## config.mk

```make
export PLATFORM = sky130hd
export DESIGN_NAME = flash_bus_host
export DESIGN_NICKNAME = d
export VERILOG_FILES = /design/src/core/flash_host_pkg.sv /design/src/core/cycle_timer.sv /design/src/core/flash_bus_host.sv
export SDC_FILE = /design/constraint.sdc
export NUM_CORES = 1
export LEC_CHECK = 0
export ABC_AREA = 1
export BUFFER_PORTS_ARGS = -buffer_cell sky130_fd_sc_hd__buf_2
export CAP_MARGIN = 30
export CORE_MARGIN = 2
export CORE_UTILIZATION = 53
export CTS_CLUSTER_SIZE = 10
export DETAILED_ROUTE_END_ITERATION = 8
export GPL_TIMING_DRIVEN = 0
export PLACE_DENSITY = 0.93
export SYNTH_ARGS = -nofsm -noshare
export SYNTH_HDL_FRONTEND = slang
export SYNTH_SLANG_ARGS = --single-unit
```

## constraint.sdc

```tcl
create_clock -name i_clk -period 4.6 [get_ports i_clk]
set_clock_uncertainty 0.1 [all_clocks]
set_input_delay 0.92 -clock i_clk [delete_from_list [all_inputs] [get_ports i_clk]]
set_output_delay 0.92 -clock i_clk [all_outputs]
set_load 0.01 [all_outputs]
```

## src/core/flash_host_pkg.sv

```systemverilog
// Package holding constants for the byte-wide flash bus host controller.
package flash_host_pkg;
    // ==========================================
    // Bus geometry
    localparam int ADDR_W          = 19;
    localparam int DATA_W          = 8;
    localparam int SECTOR_W        = 3;
    localparam int SECTOR_LSB      = 16;
    localparam int ID_BIT          = 9;
    localparam int ID_A6_BIT       = 6;
    localparam int ID_A1_BIT       = 1;
    localparam int ID_A0_BIT       = 0;
    // ==========================================
    // Timing (20 MHz clock, 50 ns period)
    localparam int CLK_PERIOD_NS   = 50;
    localparam int ACCESS_NS       = 150;
    localparam int STROBE_NS       = 100;
    localparam int RECOVER_NS      = 50;
    localparam int ACCESS_CYC      = (ACCESS_NS + CLK_PERIOD_NS - 1) / CLK_PERIOD_NS;
    localparam int STROBE_CYC      = (STROBE_NS + CLK_PERIOD_NS - 1) / CLK_PERIOD_NS;
    localparam int RECOVER_CYC     = (RECOVER_NS + CLK_PERIOD_NS - 1) / CLK_PERIOD_NS;
    localparam int CNT_W           = 4;
    // ==========================================
    // Command kinds taken from the user port
    localparam logic [1:0] OP_READ     = 2'h0;
    localparam logic [1:0] OP_WRITE    = 2'h1;
    localparam logic [1:0] OP_ID_READ  = 2'h2;
    localparam logic [1:0] OP_PROT_CHK = 2'h3;
    // ==========================================
    // Values after reset, and the byte read back from an unprotected sector
    localparam logic [ADDR_W-1:0] ADDR_RST = 19'h00000;
    localparam logic [DATA_W-1:0] DATA_RST = 8'h00;
    localparam logic [DATA_W-1:0] PROT_NO  = 8'h00;

    typedef enum logic [2:0] {
        ST_IDLE,
        ST_SETUP,
        ST_RD_WAIT,
        ST_WR_PULSE,
        ST_RECOVER
    } bus_state_t;
endpackage

```

## src/core/cycle_timer.sv

```systemverilog
// Down-counting cycle timer that flags when a programmed wait has run out.
`timescale 1ns/1ns
module cycle_timer
    import flash_host_pkg::*;
(
    input  wire logic             i_clk,
    input  wire logic             i_rst,
    input  wire logic             i_load,
    input  wire logic [CNT_W-1:0] i_count,
    output logic                  o_done
);
    logic [CNT_W-1:0] count_reg;

    always_ff @(posedge i_clk)
    begin
        if (i_rst)
            count_reg <= '0;
        else if (i_load)
            count_reg <= i_count;
        else if (count_reg != '0)
            count_reg <= count_reg - 4'h1;
    end

    // Done ignores the load input, since the sequencer derives its load from done and would form a loop.
    assign o_done = (count_reg == '0);
endmodule // cycle_timer

```

## src/core/flash_bus_host.sv

```systemverilog
// Host controller that drives the byte-wide flash through its chip, output and write enable pins.
// Behaviour
// - For reads, chip select driven low first, output enable driven low one cycle later.
// - For writes, write strobe and chip select low, output enable held high.
// - Written byte is unlock data, a command, or program data.
// - Identification: qualifier on bit 9, bits 6,1 low, bit 0 from the request: low gives maker code, high part code.
// - Protect check: qualifier, bit 1 high, bits 6,0 low, sector on top bits.
`timescale 1ns/1ns
module flash_bus_host
    import flash_host_pkg::*;
(
    input  wire logic              i_clk,
    input  wire logic              i_rst,
    input  wire logic              i_req_valid,
    input  wire logic [1:0]        i_req_op,
    input  wire logic [ADDR_W-1:0] i_req_addr,
    input  wire logic [DATA_W-1:0] i_req_wdata,
    output logic                   o_req_ready,
    output logic                   o_rsp_valid,
    output logic [DATA_W-1:0]      o_rsp_rdata,
    output logic                   o_rsp_protected,
    output logic [ADDR_W-1:0]      o_address_lines,
    input  wire logic [DATA_W-1:0] i_data_lines,
    output logic [DATA_W-1:0]      o_data_lines,
    output logic                   o_data_lines_oe_n,
    output logic                   o_chip_select_n,
    output logic                   o_output_enable_n,
    output logic                   o_write_strobe_n,
    output logic                   o_id_high_voltage_qualifier
);
    // ==========================================
    // Pin input synchroniser
    logic [DATA_W-1:0] din_meta_reg;
    logic [DATA_W-1:0] din_sync_reg;

    always_ff @(posedge i_clk)
    begin
        if (i_rst)
        begin
            din_meta_reg <= DATA_RST;
            din_sync_reg <= DATA_RST;
        end
        else
        begin
            din_meta_reg <= i_data_lines;
            din_sync_reg <= din_meta_reg;
        end
    end

    // ==========================================
    // Sequencer
    bus_state_t       state_reg;
    logic [1:0]       op_reg;
    logic             load;
    logic [CNT_W-1:0] load_count;
    logic             timer_done;

    cycle_timer u_timer
    (
        .i_clk   (i_clk),
        .i_rst   (i_rst),
        .i_load  (load),
        .i_count (load_count),
        .o_done  (timer_done)
    );

    // The sampled byte is two cycles old, so the read wait adds the synchroniser depth.
    always_comb
    begin
        load       = 1'b0;
        load_count = '0;
        case (state_reg)
            ST_IDLE:
            begin
                load       = i_req_valid;
                load_count = CNT_W'(1);
            end
            ST_SETUP:
            begin
                load       = timer_done;
                load_count = (op_reg == OP_WRITE) ? CNT_W'(STROBE_CYC) : CNT_W'(ACCESS_CYC + 2);
            end
            ST_RD_WAIT, ST_WR_PULSE:
            begin
                load       = timer_done;
                load_count = CNT_W'(RECOVER_CYC);
            end
            default:
            begin
                load       = 1'b0;
                load_count = '0;
            end
        endcase
    end

    always_ff @(posedge i_clk)
    begin
        if (i_rst)
        begin
            state_reg <= ST_IDLE;
            op_reg    <= OP_READ;
        end
        else
        begin
            case (state_reg)
                ST_IDLE:
                    if (i_req_valid)
                    begin
                        state_reg <= ST_SETUP;
                        op_reg    <= i_req_op;
                    end
                ST_SETUP:
                    if (timer_done)
                        state_reg <= (op_reg == OP_WRITE) ? ST_WR_PULSE : ST_RD_WAIT;
                ST_RD_WAIT, ST_WR_PULSE:
                    if (timer_done)
                        state_reg <= ST_RECOVER;
                ST_RECOVER:
                    if (timer_done)
                        state_reg <= ST_IDLE;
                default:
                    state_reg <= ST_IDLE;
            endcase
        end
    end

    // ==========================================
    // Address, qualifier and write data pins
    // Address is stable through setup, so it is valid at the later falling edge.
    always_ff @(posedge i_clk)
    begin
        if (i_rst)
        begin
            o_address_lines             <= ADDR_RST;
            o_id_high_voltage_qualifier <= 1'b0;
            o_data_lines                <= DATA_RST;
        end
        else if (state_reg == ST_IDLE && i_req_valid)
        begin
            o_address_lines <= i_req_addr;
            o_data_lines    <= i_req_wdata;
            o_id_high_voltage_qualifier <= (i_req_op == OP_ID_READ) || (i_req_op == OP_PROT_CHK);
            if (i_req_op == OP_ID_READ)
            begin
                o_address_lines[ID_A6_BIT] <= 1'b0;
                o_address_lines[ID_A1_BIT] <= 1'b0;
            end
            else if (i_req_op == OP_PROT_CHK)
            begin
                o_address_lines[ID_A6_BIT] <= 1'b0;
                o_address_lines[ID_A1_BIT] <= 1'b1;
                o_address_lines[ID_A0_BIT] <= 1'b0;
            end
        end
        else if (state_reg == ST_IDLE)
            o_id_high_voltage_qualifier <= 1'b0;
    end

    // ==========================================
    // Control strobes
    // Data drive is held one cycle past the strobe so write data stays valid at its rising edge.
    always_ff @(posedge i_clk)
    begin
        if (i_rst)
        begin
            o_chip_select_n   <= 1'b1;
            o_output_enable_n <= 1'b1;
            o_write_strobe_n  <= 1'b1;
            o_data_lines_oe_n <= 1'b1;
        end
        else
        begin
            o_chip_select_n   <= !(state_reg == ST_SETUP || state_reg == ST_RD_WAIT
                                   || state_reg == ST_WR_PULSE) || load && state_reg != ST_SETUP;
            o_output_enable_n <= !((state_reg == ST_RD_WAIT && !timer_done)
                                   || (state_reg == ST_SETUP && timer_done && op_reg != OP_WRITE));
            o_write_strobe_n  <= !((state_reg == ST_WR_PULSE && !timer_done)
                                   || (state_reg == ST_SETUP && timer_done && op_reg == OP_WRITE));
            o_data_lines_oe_n <= !((state_reg == ST_SETUP || state_reg == ST_WR_PULSE)
                                   && op_reg == OP_WRITE);
        end
    end

    // ==========================================
    // User answer
    always_ff @(posedge i_clk)
    begin
        if (i_rst)
        begin
            o_req_ready     <= 1'b0;
            o_rsp_valid     <= 1'b0;
            o_rsp_rdata     <= DATA_RST;
            o_rsp_protected <= 1'b0;
        end
        else
        begin
            o_req_ready <= (state_reg == ST_IDLE && !i_req_valid)
                           || (state_reg == ST_RECOVER && timer_done);
            o_rsp_valid <= state_reg == ST_RD_WAIT && timer_done;
            if (state_reg == ST_RD_WAIT && timer_done)
            begin
                o_rsp_rdata     <= din_sync_reg;
                o_rsp_protected <= (op_reg == OP_PROT_CHK) && (din_sync_reg != PROT_NO);
            end
        end
    end
endmodule // flash_bus_host

```

After elaboration in Yosys (flattened, before gate mapping)
Index checks and enable logic that the tools add are counted.
{ "op_classes": {"n_mul": 0, "div_mod_pow": 0, "muxes": 18, "shift": 0, "n_reduce_logical": 37, "n_eq_ne": 14, "n_bitwise": 0, "n_lt_le_gt_ge": 0, "addsub": 1} }
{ "ops": {"columns": ["cell", "count"], "rows": [
  ["$mux 3", 5],
  ["$logic_and 1x1->1", 12],
  ["$pmux 3 s4", 1],
  ["$logic_or 1x1->1", 8],
  ["$mux 4", 2],
  ["$ne 2x2->1 const B", 4],
  ["$reduce_bool 8->1", 1],
  ["$mux 1", 7],
  ["$eq 2x2->1 const B", 3],
  ["$eq 3x2->1 const B", 2],
  ["$logic_not 1->1", 6],
  ["$pmux 3 s2", 1],
  ["$reduce_or 3->1", 2],
  ["$logic_not 4->1", 1],
  ["$reduce_and 4->1", 1],
  ["$reduce_bool 2->1", 2],
  ["$reduce_bool 4->1", 1],
  ["$sub 4x1->4 const B", 1],
  ["$eq 3x1->1 const B", 1],
  ["$eq 3x3->1 const B", 1],
  ["$logic_not 3->1", 1],
  ["$ne 3x1->1 const B", 1],
  ["$eq 2x1->1 const B", 1],
  ["$mux 2", 1],
  ["other kinds (4)", 4]
]} }
{ "word_totals": {"reg_bits": 68, "input_bits": 40, "ram_bits": 0, "out_inout_bits": 43, "elab_cells": 86, "n_memories": 0, "mem_bits_ro": 0, "latchBits": 0} }

Depth between registers and ports, before layout
Gate-level depths: netlist of run 1.
{ "depth": {"depth_word": 5, "ltp_mapped": 8, "depth_no_buf": 8} }

Hierarchy
Synthesis of run 1 repeated with hierarchy kept, for this count alone.
{ "hier_totals": {"cells_unflattened": 328, "area_unflattened_um2": 2548.7} }
{ "by_module_without_submodules": {"columns": ["module", "instances", "seq_area_each_um2", "area_per_inst_um2", "cells_per_inst"], "rows": [
  ["flash_bus_host", 1, 1281.2, 2301.0, 288],
  ["cycle_timer", 1, 80.1, 247.7, 40]
]} }

Least setup slack after synthesis of run 1
No wires, ideal clock.
{ "synth_path": {"path_kind": "input port to flip-flop", "startpoint": "input port i_rst", "endpoint": "register o_rsp_rdata[4]", "t_arrival_ns": 1.615, "path_stages": 5, "setup_ns": 0.065, "slack_ns": 2.821, "path_buffers": 2, "required_time_ns": 4.435, "cell_sequence": "clkbuf_1 -> inv_1 -> clkbuf_1 -> o21ai_0 -> nor2_1"} }
{ "synth_lines": {"columns": ["item", "line", "text"], "rows": [
  ["start: declaration", "flash_bus_host.sv:13", "input wire logic i_rst,"],
  ["end signal: assignment", "flash_bus_host.sv:202", "o_rsp_rdata <= din_sync_reg;"],
  ["end: declaration", "flash_bus_host.sv:20", "output logic [DATA_W-1:0] o_rsp_rdata,"]
]} }

Final worst setup path of run 1
{ "layout_path": {"startpoint": "register o_rsp_protected", "endpoint": "output port o_rsp_protected"} }
{ "layout_lines": {"columns": ["item", "line", "text"], "rows": [
  ["start: declaration", "flash_bus_host.sv:21", "output logic o_rsp_protected,"],
  ["start signal: assignment", "flash_bus_host.sv:203", "o_rsp_protected <= (op_reg == OP_PROT_CHK) && (din_sync_reg != PROT_NO);"]
]} }
No word-level cell between the ends.

==> run_results.csv, run 1 <==
group,metric,value,unit
clock_network,clk_pin_slew,0.07,ns
detailed_routing,detail_route.first_pass.iterations,4,
cells_and_area,drive_above_1_share,26.7,%
sta,tightestPinTransition,0.465,ns
cells_and_area,largest-register,"o_address_lines",
detailed_routing,drc,0,
clock_network,clock_sinks,68,
min_path,worst_hold_path.num_cells,2,
floorplanning,num_io_pins,83,
outcome,status,"finished, final reports clean",
cells_and_area,n_antenna_cell,0,
clock_network,cts_resized,0,
place,pre_cts_ws,2.51,ns
sta,rsz0062_at_grt,"false",
cells_and_area,largest_reg_flops,19,
cells_and_area,fin_nets,444,
worst_setup_path,rr_worst_depth,8,
worst_setup_path,cp_max_fo,2,
cells_and_area,areaGrowthSynthToFinish,27.4,%
synthesis,netlist_area,2450,µm²
power_and_ir_drop,seq_power_share,41.5,%
worst_setup_path,arrival,0.84,ns
worst_setup_path,end_kind,"output pin",
worst_setup_path,max_stage_delay,0.36,ns
worst_setup_path,worstPathRequired,3.58,ns
cells_and_area,mostFrequentLayoutCells,"buf_2 (82), nand2_1 (81), dfxtp_1 (68)",
global_routing,grt_max_degree,11,
detailed_routing,drt-total-wl,5570,µm
global_routing,grt_pass1_vias,2219,
power_and_ir_drop,switching_power,619,µW
worst_setup_path,path_depth,1,
global_routing,antenna_found_initial,0,
clock_network,clkLatencyLatePin,0.34,ns
floorplanning,rows,24,
power_and_ir_drop,p_comb_share,31.6,%
sta,max_slew_margin,69.0,%
clock_network,numCtsBuffers,9,
sta,setup_ws,2.74,ns
worst_setup_path,critPathKind,"reg -> out",
worst_setup_path,worstPathCellList,"buf_2",
clock_network,cts.path.max_buffers,2,
global_routing,grt_pass1_wl,9320,µm
clock_network,htree_levels,3,
cells_and_area,final_common_cell,"buf_2",
synthesis,synth_cell_types,23,
clock_network,cts_tree,"yes",
power_and_ir_drop,p_sw_share,34.7,%
detailed_routing,ant_nets,0,
synthesis,synthCells,311,
place,io_buffers,81,
detailed_routing,vias,2245,
place,gp_congestion,0.819,
synthesis,synth.net_count,352,
global_routing,track_usage,23.3,%
synthesis,yosys.area.top_type,"dfxtp_1",
synthesis,synth_top_area_share,55.5,%
sta,max_freq,0.537,GHz
floorplanning,coreArea,4410,µm²
floorplanning,start_util,55.5,%
detailed_routing,avgRoutedWirePerCell,12.1,µm
power_and_ir_drop,p_leak,1.55,nW
place,placed_cell_area,2920,µm²
floorplanning,fp.dieH,72.0,µm
place,dp_hpwl,3990,µm
clock_network,root_buffer,"clkbuf_8",
synthesis,yosys-top-cells-area,"dfxtp_1 (56%), nand2_1 (12%), a21oi_1 (7.4%)",
detailed_routing,drtIter0Drc,219,
power_and_ir_drop,pwr-share-clk,26.9,%
sta,hold_viol_final,0,
flow_run,cap_violations,0,
synthesis,synth-seq-cells,68,
sta,drv_slew,0,
synthesis,syn_avg_cell_area,7.88,µm²
sta,setup_viol,0,
worst_setup_path,cp-start-kind,"flop",
sta,post-route-period-util,40.5,%
power_and_ir_drop,intPower,1.17,mW
worst_setup_path,critPathTopFamily,"flip-flops",
synthesis,synth_seq_area_share,55.5,%
min_path,hp-class,"reg -> reg",
clock_network,cts_hold_buf,0,
sta,min_period,1.86,ns
cells_and_area,fin_area,3120,µm²
synthesis,yosysWarnings,0,
floorplanning,fp.dieW,72.0,µm
global_routing,grt.overflow.total,0,
worst_setup_path,cpMaxStageDelayCell,"dfxtp_1",
sta,finalSetupTns,0,ns
power_and_ir_drop,pwr_density_cell,572,nW/µm²
worst_setup_path,path_buf_inv,1,
power_and_ir_drop,worst_ir_drop_vdd,0.000286,V
detailed_routing,via_per_inst,4.88,
floorplanning,dieArea,5180,µm²
clock_network,post_cts_buffers,0,
-- layout make-up --
class                      count  area [µm²]
buffer                        12        68.8
clock buffer                  16         200
fill                         334        1290
inverter                      31         119
multi-input combinational    200         902
sequential                    68        1360
tap                           52        65.1
timing repair buffer          81         405
-- power by group through the flow --
| stage | clock, mW | combinational, mW | sequential [mW] |
|---|---|---|---|
| 2_1_floorplan | 0 | 0.360 | 0.779 |
| 3_3_place_gp | 0 | 0.533 | 0.748 |
| 3_5_place_dp | 0 | 0.554 | 0.753 |
| 4_1_cts | 0.482 | 0.562 | 0.740 |
| 5_1_grt | 0.505 | 0.632 | 0.751 |
| 6_report | 0.480 | 0.564 | 0.741 |
-- per-layer routing --
metal  share of wire (%)  GRT usage (%)  vias to the layer above
met2                  50           39.7                       72
met4                 3.2           14.5                        0
met3                 4.9           6.25                       17
met5                   0              0                        -
li1                    -              -                     1155
met1                  42           25.8                     1001
-- Yosys cell counts --
cell,n
ha_1,1
nor2_2,1
inv_4,1
buf_4,2
nand3_1,9
dfxtp_1,68
nor3_1,1
inv_2,3
nand2_1,81
o21ai_0,13
inv_1,27
or2_1,1
clkbuf_1,7
nor2_4,2
nand3b_1,3
nand4_1,3
xor2_1,2
nand3_2,1
buf_2,1
nor2_1,45
buf_6,2
nand3_4,1
a21oi_1,36
-- kinds of logic after synthesis --
kind of cell | synth area share, %
simple gates | 25.6
xor+xnor | 0.715
compound gates | 10.0
fa+ha+maj | 0.510
buf+inv | 7.66
flops | 55.5
-- stage by stage --
stage / hold slack, ns / power [mW] / std cells / util, %
floorplan: 0.288 / 1.14 / 311 / -
CTS: 0.295 / 1.78 / 460 / 70.7
global placement: 0.293 / 1.28 / 444 / 66.2
global route: 0.317 / 1.89 / 460 / 70.7
finish: 0.291 / 1.79 / 460 / 70.7
detailed placement: 0.292 / 1.31 / 444 / 66.2
-- final timing paths --
kind                                            from                 to  slack, ns
worst max-delay path                 o_rsp_protected    o_rsp_protected       2.74
worst min-delay path                 din_meta_reg[4]    din_sync_reg[4]       0.29
worst max register to register  u_timer.count_reg[1]  o_output_enable_n       2.88
worst min register to register       din_meta_reg[4]    din_sync_reg[4]       0.29
Note: power is estimated with default switching activity, not from simulation.
==> inputs of run 2 (changes only) <==
--- a/config.mk
+++ b/config.mk
@@ -9,11 +9,11 @@
 export BUFFER_PORTS_ARGS = -buffer_cell sky130_fd_sc_hd__buf_2
 export CAP_MARGIN = 30
 export CORE_MARGIN = 2
-export CORE_UTILIZATION = 53
+export CORE_UTILIZATION = 49
 export CTS_CLUSTER_SIZE = 10
 export DETAILED_ROUTE_END_ITERATION = 8
 export GPL_TIMING_DRIVEN = 0
-export PLACE_DENSITY = 0.93
+export PLACE_DENSITY = 0.87
 export SYNTH_ARGS = -nofsm -noshare
 export SYNTH_HDL_FRONTEND = slang
 export SYNTH_SLANG_ARGS = --single-unit
==> constraint.sdc (replaced) <==
create_clock -name i_clk -period 1.8 [get_ports i_clk]
set_clock_uncertainty 0.1 [all_clocks]
set_input_delay 0.36 -clock i_clk [delete_from_list [all_inputs] [get_ports i_clk]]
set_output_delay 0.36 -clock i_clk [all_outputs]
set_load 0.01 [all_outputs]
==> run 2 against run 1 <==
Against the previous run: combinational power increased to 2.6 times the previous value; count of clock-buffer cells in the layout decreased by 4; core utilization is 4.9 points lower; flip-flop and latch count is the same; total power increased to 2.6 times the previous value; setup slack lost 2.6 ns; die area increased by 7.7%; sequential share of layout area fell by 0.40 points; critical path type is now reg -> reg; critical endpoint is now o_output_enable_n; largest power group unchanged.
==> run_results.csv, run 2 (synthesized netlist as in run 1, its figures left out) <==
group,metric,value,unit
clock_network,root_buffer,"clkbuf_8",
floorplanning,fp.dieW,74.7,µm
floorplanning,coreArea,4790,µm²
global_routing,grt.overflow.total,0,
sta,whs,0.129,ns
cells_and_area,final_common_cell,"buf_2",
place,gp_congestion,0.871,
flow_run,cap_violations,0,
clock_network,clock_sinks,68,
sta,tightestPinTransition,0.459,ns
power_and_ir_drop,pwr_density_cell,1470,nW/µm²
sta,finalSetupTns,0,ns
clock_network,post_cts_buffers,0,
global_routing,grt_max_degree,12,
detailed_routing,via_per_inst,4.74,
sta,min_period,1.62,ns
cells_and_area,largest_reg_flops,19,
floorplanning,dieArea,5580,µm²
worst_setup_path,end_kind,"flop",
clock_network,htree_levels,3,
place,io_buffers,81,
sta,max_freq,0.617,GHz
clock_network,clkLatencyLatePin,0.33,ns
worst_setup_path,worstPathCellList,"inv_1 > ha_1 > nand3_4 > inv_2 > nand2_1 > or2_1 > o21ai_0 > nand2_1",
worst_setup_path,critPathKind,"reg -> reg",
detailed_routing,vias,2250,
global_routing,grt_pass1_wl,9080,µm
worst_setup_path,cp-start-kind,"flop",
worst_setup_path,max_stage_delay,0.31,ns
floorplanning,start_util,51.2,%
worst_setup_path,path_buf_inv,2,
detailed_routing,avgRoutedWirePerCell,11.9,µm
sta,max_slew_margin,69.4,%
cells_and_area,fillers,398,
sta,hold_viol_final,0,
detailed_routing,drt-total-wl,5650,µm
cells_and_area,largest-register,"o_address_lines",
power_and_ir_drop,worst_ir_drop_vdd,0.00106,V
worst_setup_path,cp_max_fo,7,
worst_setup_path,cpMaxStageDelayCell,"dfxtp_1",
cells_and_area,areaGrowthSynthToFinish,28.5,%
floorplanning,rows,25,
place,dp_hpwl,4090,µm
worst_setup_path,crit_top_cell,"nand2_1",
detailed_routing,ant_nets,0,
min_path,hp-class,"in -> reg",
global_routing,track_usage,21.7,%
cells_and_area,n_antenna_cell,0,
global_routing,grt_pass1_vias,2102,
worst_setup_path,arrival,1.73,ns
sta,drv_slew,0,
clock_network,numCtsBuffers,9,
sta,post-route-period-util,90.1,%
sta,setup_viol,0,
power_and_ir_drop,p_leak,1.55,nW
cells_and_area,fin_nets,444,
worst_setup_path,critPathTopFamily,"simple AND/OR/NAND/NOR gates",
detailed_routing,detail_route.first_pass.iterations,4,
detailed_routing,drc,0,
global_routing,antenna_found_initial,0,
floorplanning,num_io_pins,83,
clock_network,cts_tree,"yes",
worst_setup_path,worstPathRequired,1.91,ns
floorplanning,fp.dieH,74.7,µm
clock_network,cts.path.max_buffers,2,
cells_and_area,mostFrequentLayoutCells,"buf_2 (82), nand2_1 (81), dfxtp_1 (68)",
cells_and_area,drive_above_1_share,27.0,%
sta,rsz0062_at_grt,"false",
outcome,status,"finished, final reports clean",
detailed_routing,drtIter0Drc,126,
clock_network,clk_pin_slew,0.07,ns
-- run 2: metrics by stage --
step	std cells	setup WS [ns]	area [µm²]	utilization, %	power (mW)
final	475	0.179	3150	65.8	4.62
after global routing	475	0.0113	3150	65.8	4.94
after CTS	475	0.164	3140	65.7	4.61
after detailed placement	459	0.180	2940	61.4	3.33
after global placement	459	0.196	2940	61.4	3.27
after floorplan	311	0.336	2450	-	2.91
-- run 2: routing by layer --
layer	share of wire (%)	wire length, µm	GRT usage [%]
met1	41	2320	25.6
met2	52	2940	35.9
met3	4.5	252	5.49
met4	2.5	143	12.5
met5	0	0	0
-- run 2: layout make-up --
cell class / instances / area, µm² / area share (%)
buffer: 12 / 68.8 / 2.18
sequential: 68 / 1360 / 43.2
clock inverter: 4 / 47.5 / 1.51
tap: 67 / 83.8 / 2.66
multi-input combinational: 200 / 910 / 28.9
inverter: 31 / 119 / 3.77
clock buffer: 12 / 155 / 4.92
timing repair buffer: 81 / 405 / 12.9
-- run 2: power by group --
part	internal, mW	switching [mW]
logic	0.544	0.920
registers	1.76	0.141
clock network	0.712	0.549
-- run 2: timing repair --
| action | CTS | global route |
|---|---|---|
| hold buffers | 0 | 0 |
| endpoints found under the hold margin | 0 | 0 |
| endpoints found under the setup margin | 0 | 1 |
| gates resized for setup | 0 | 1 |
-- run 2: worst paths after layout --
path | startpoint | endpoint | slack [ns] | cells after the start
setup / recovery | u_timer.count_reg[0] | o_output_enable_n | 0.18 | 8
hold / removal | i_data_lines[1] | din_meta_reg[1] | 0.13 | 3
setup reg to reg | u_timer.count_reg[0] | o_output_enable_n | 0.18 | 8
hold reg to reg | din_meta_reg[5] | din_sync_reg[5] | 0.30 | 2
-- run 2: worst min-delay path: cells and delay by family --
kind	cells	cell delay, ns
buf+inv	2	0.10
simple gates	1	0.06
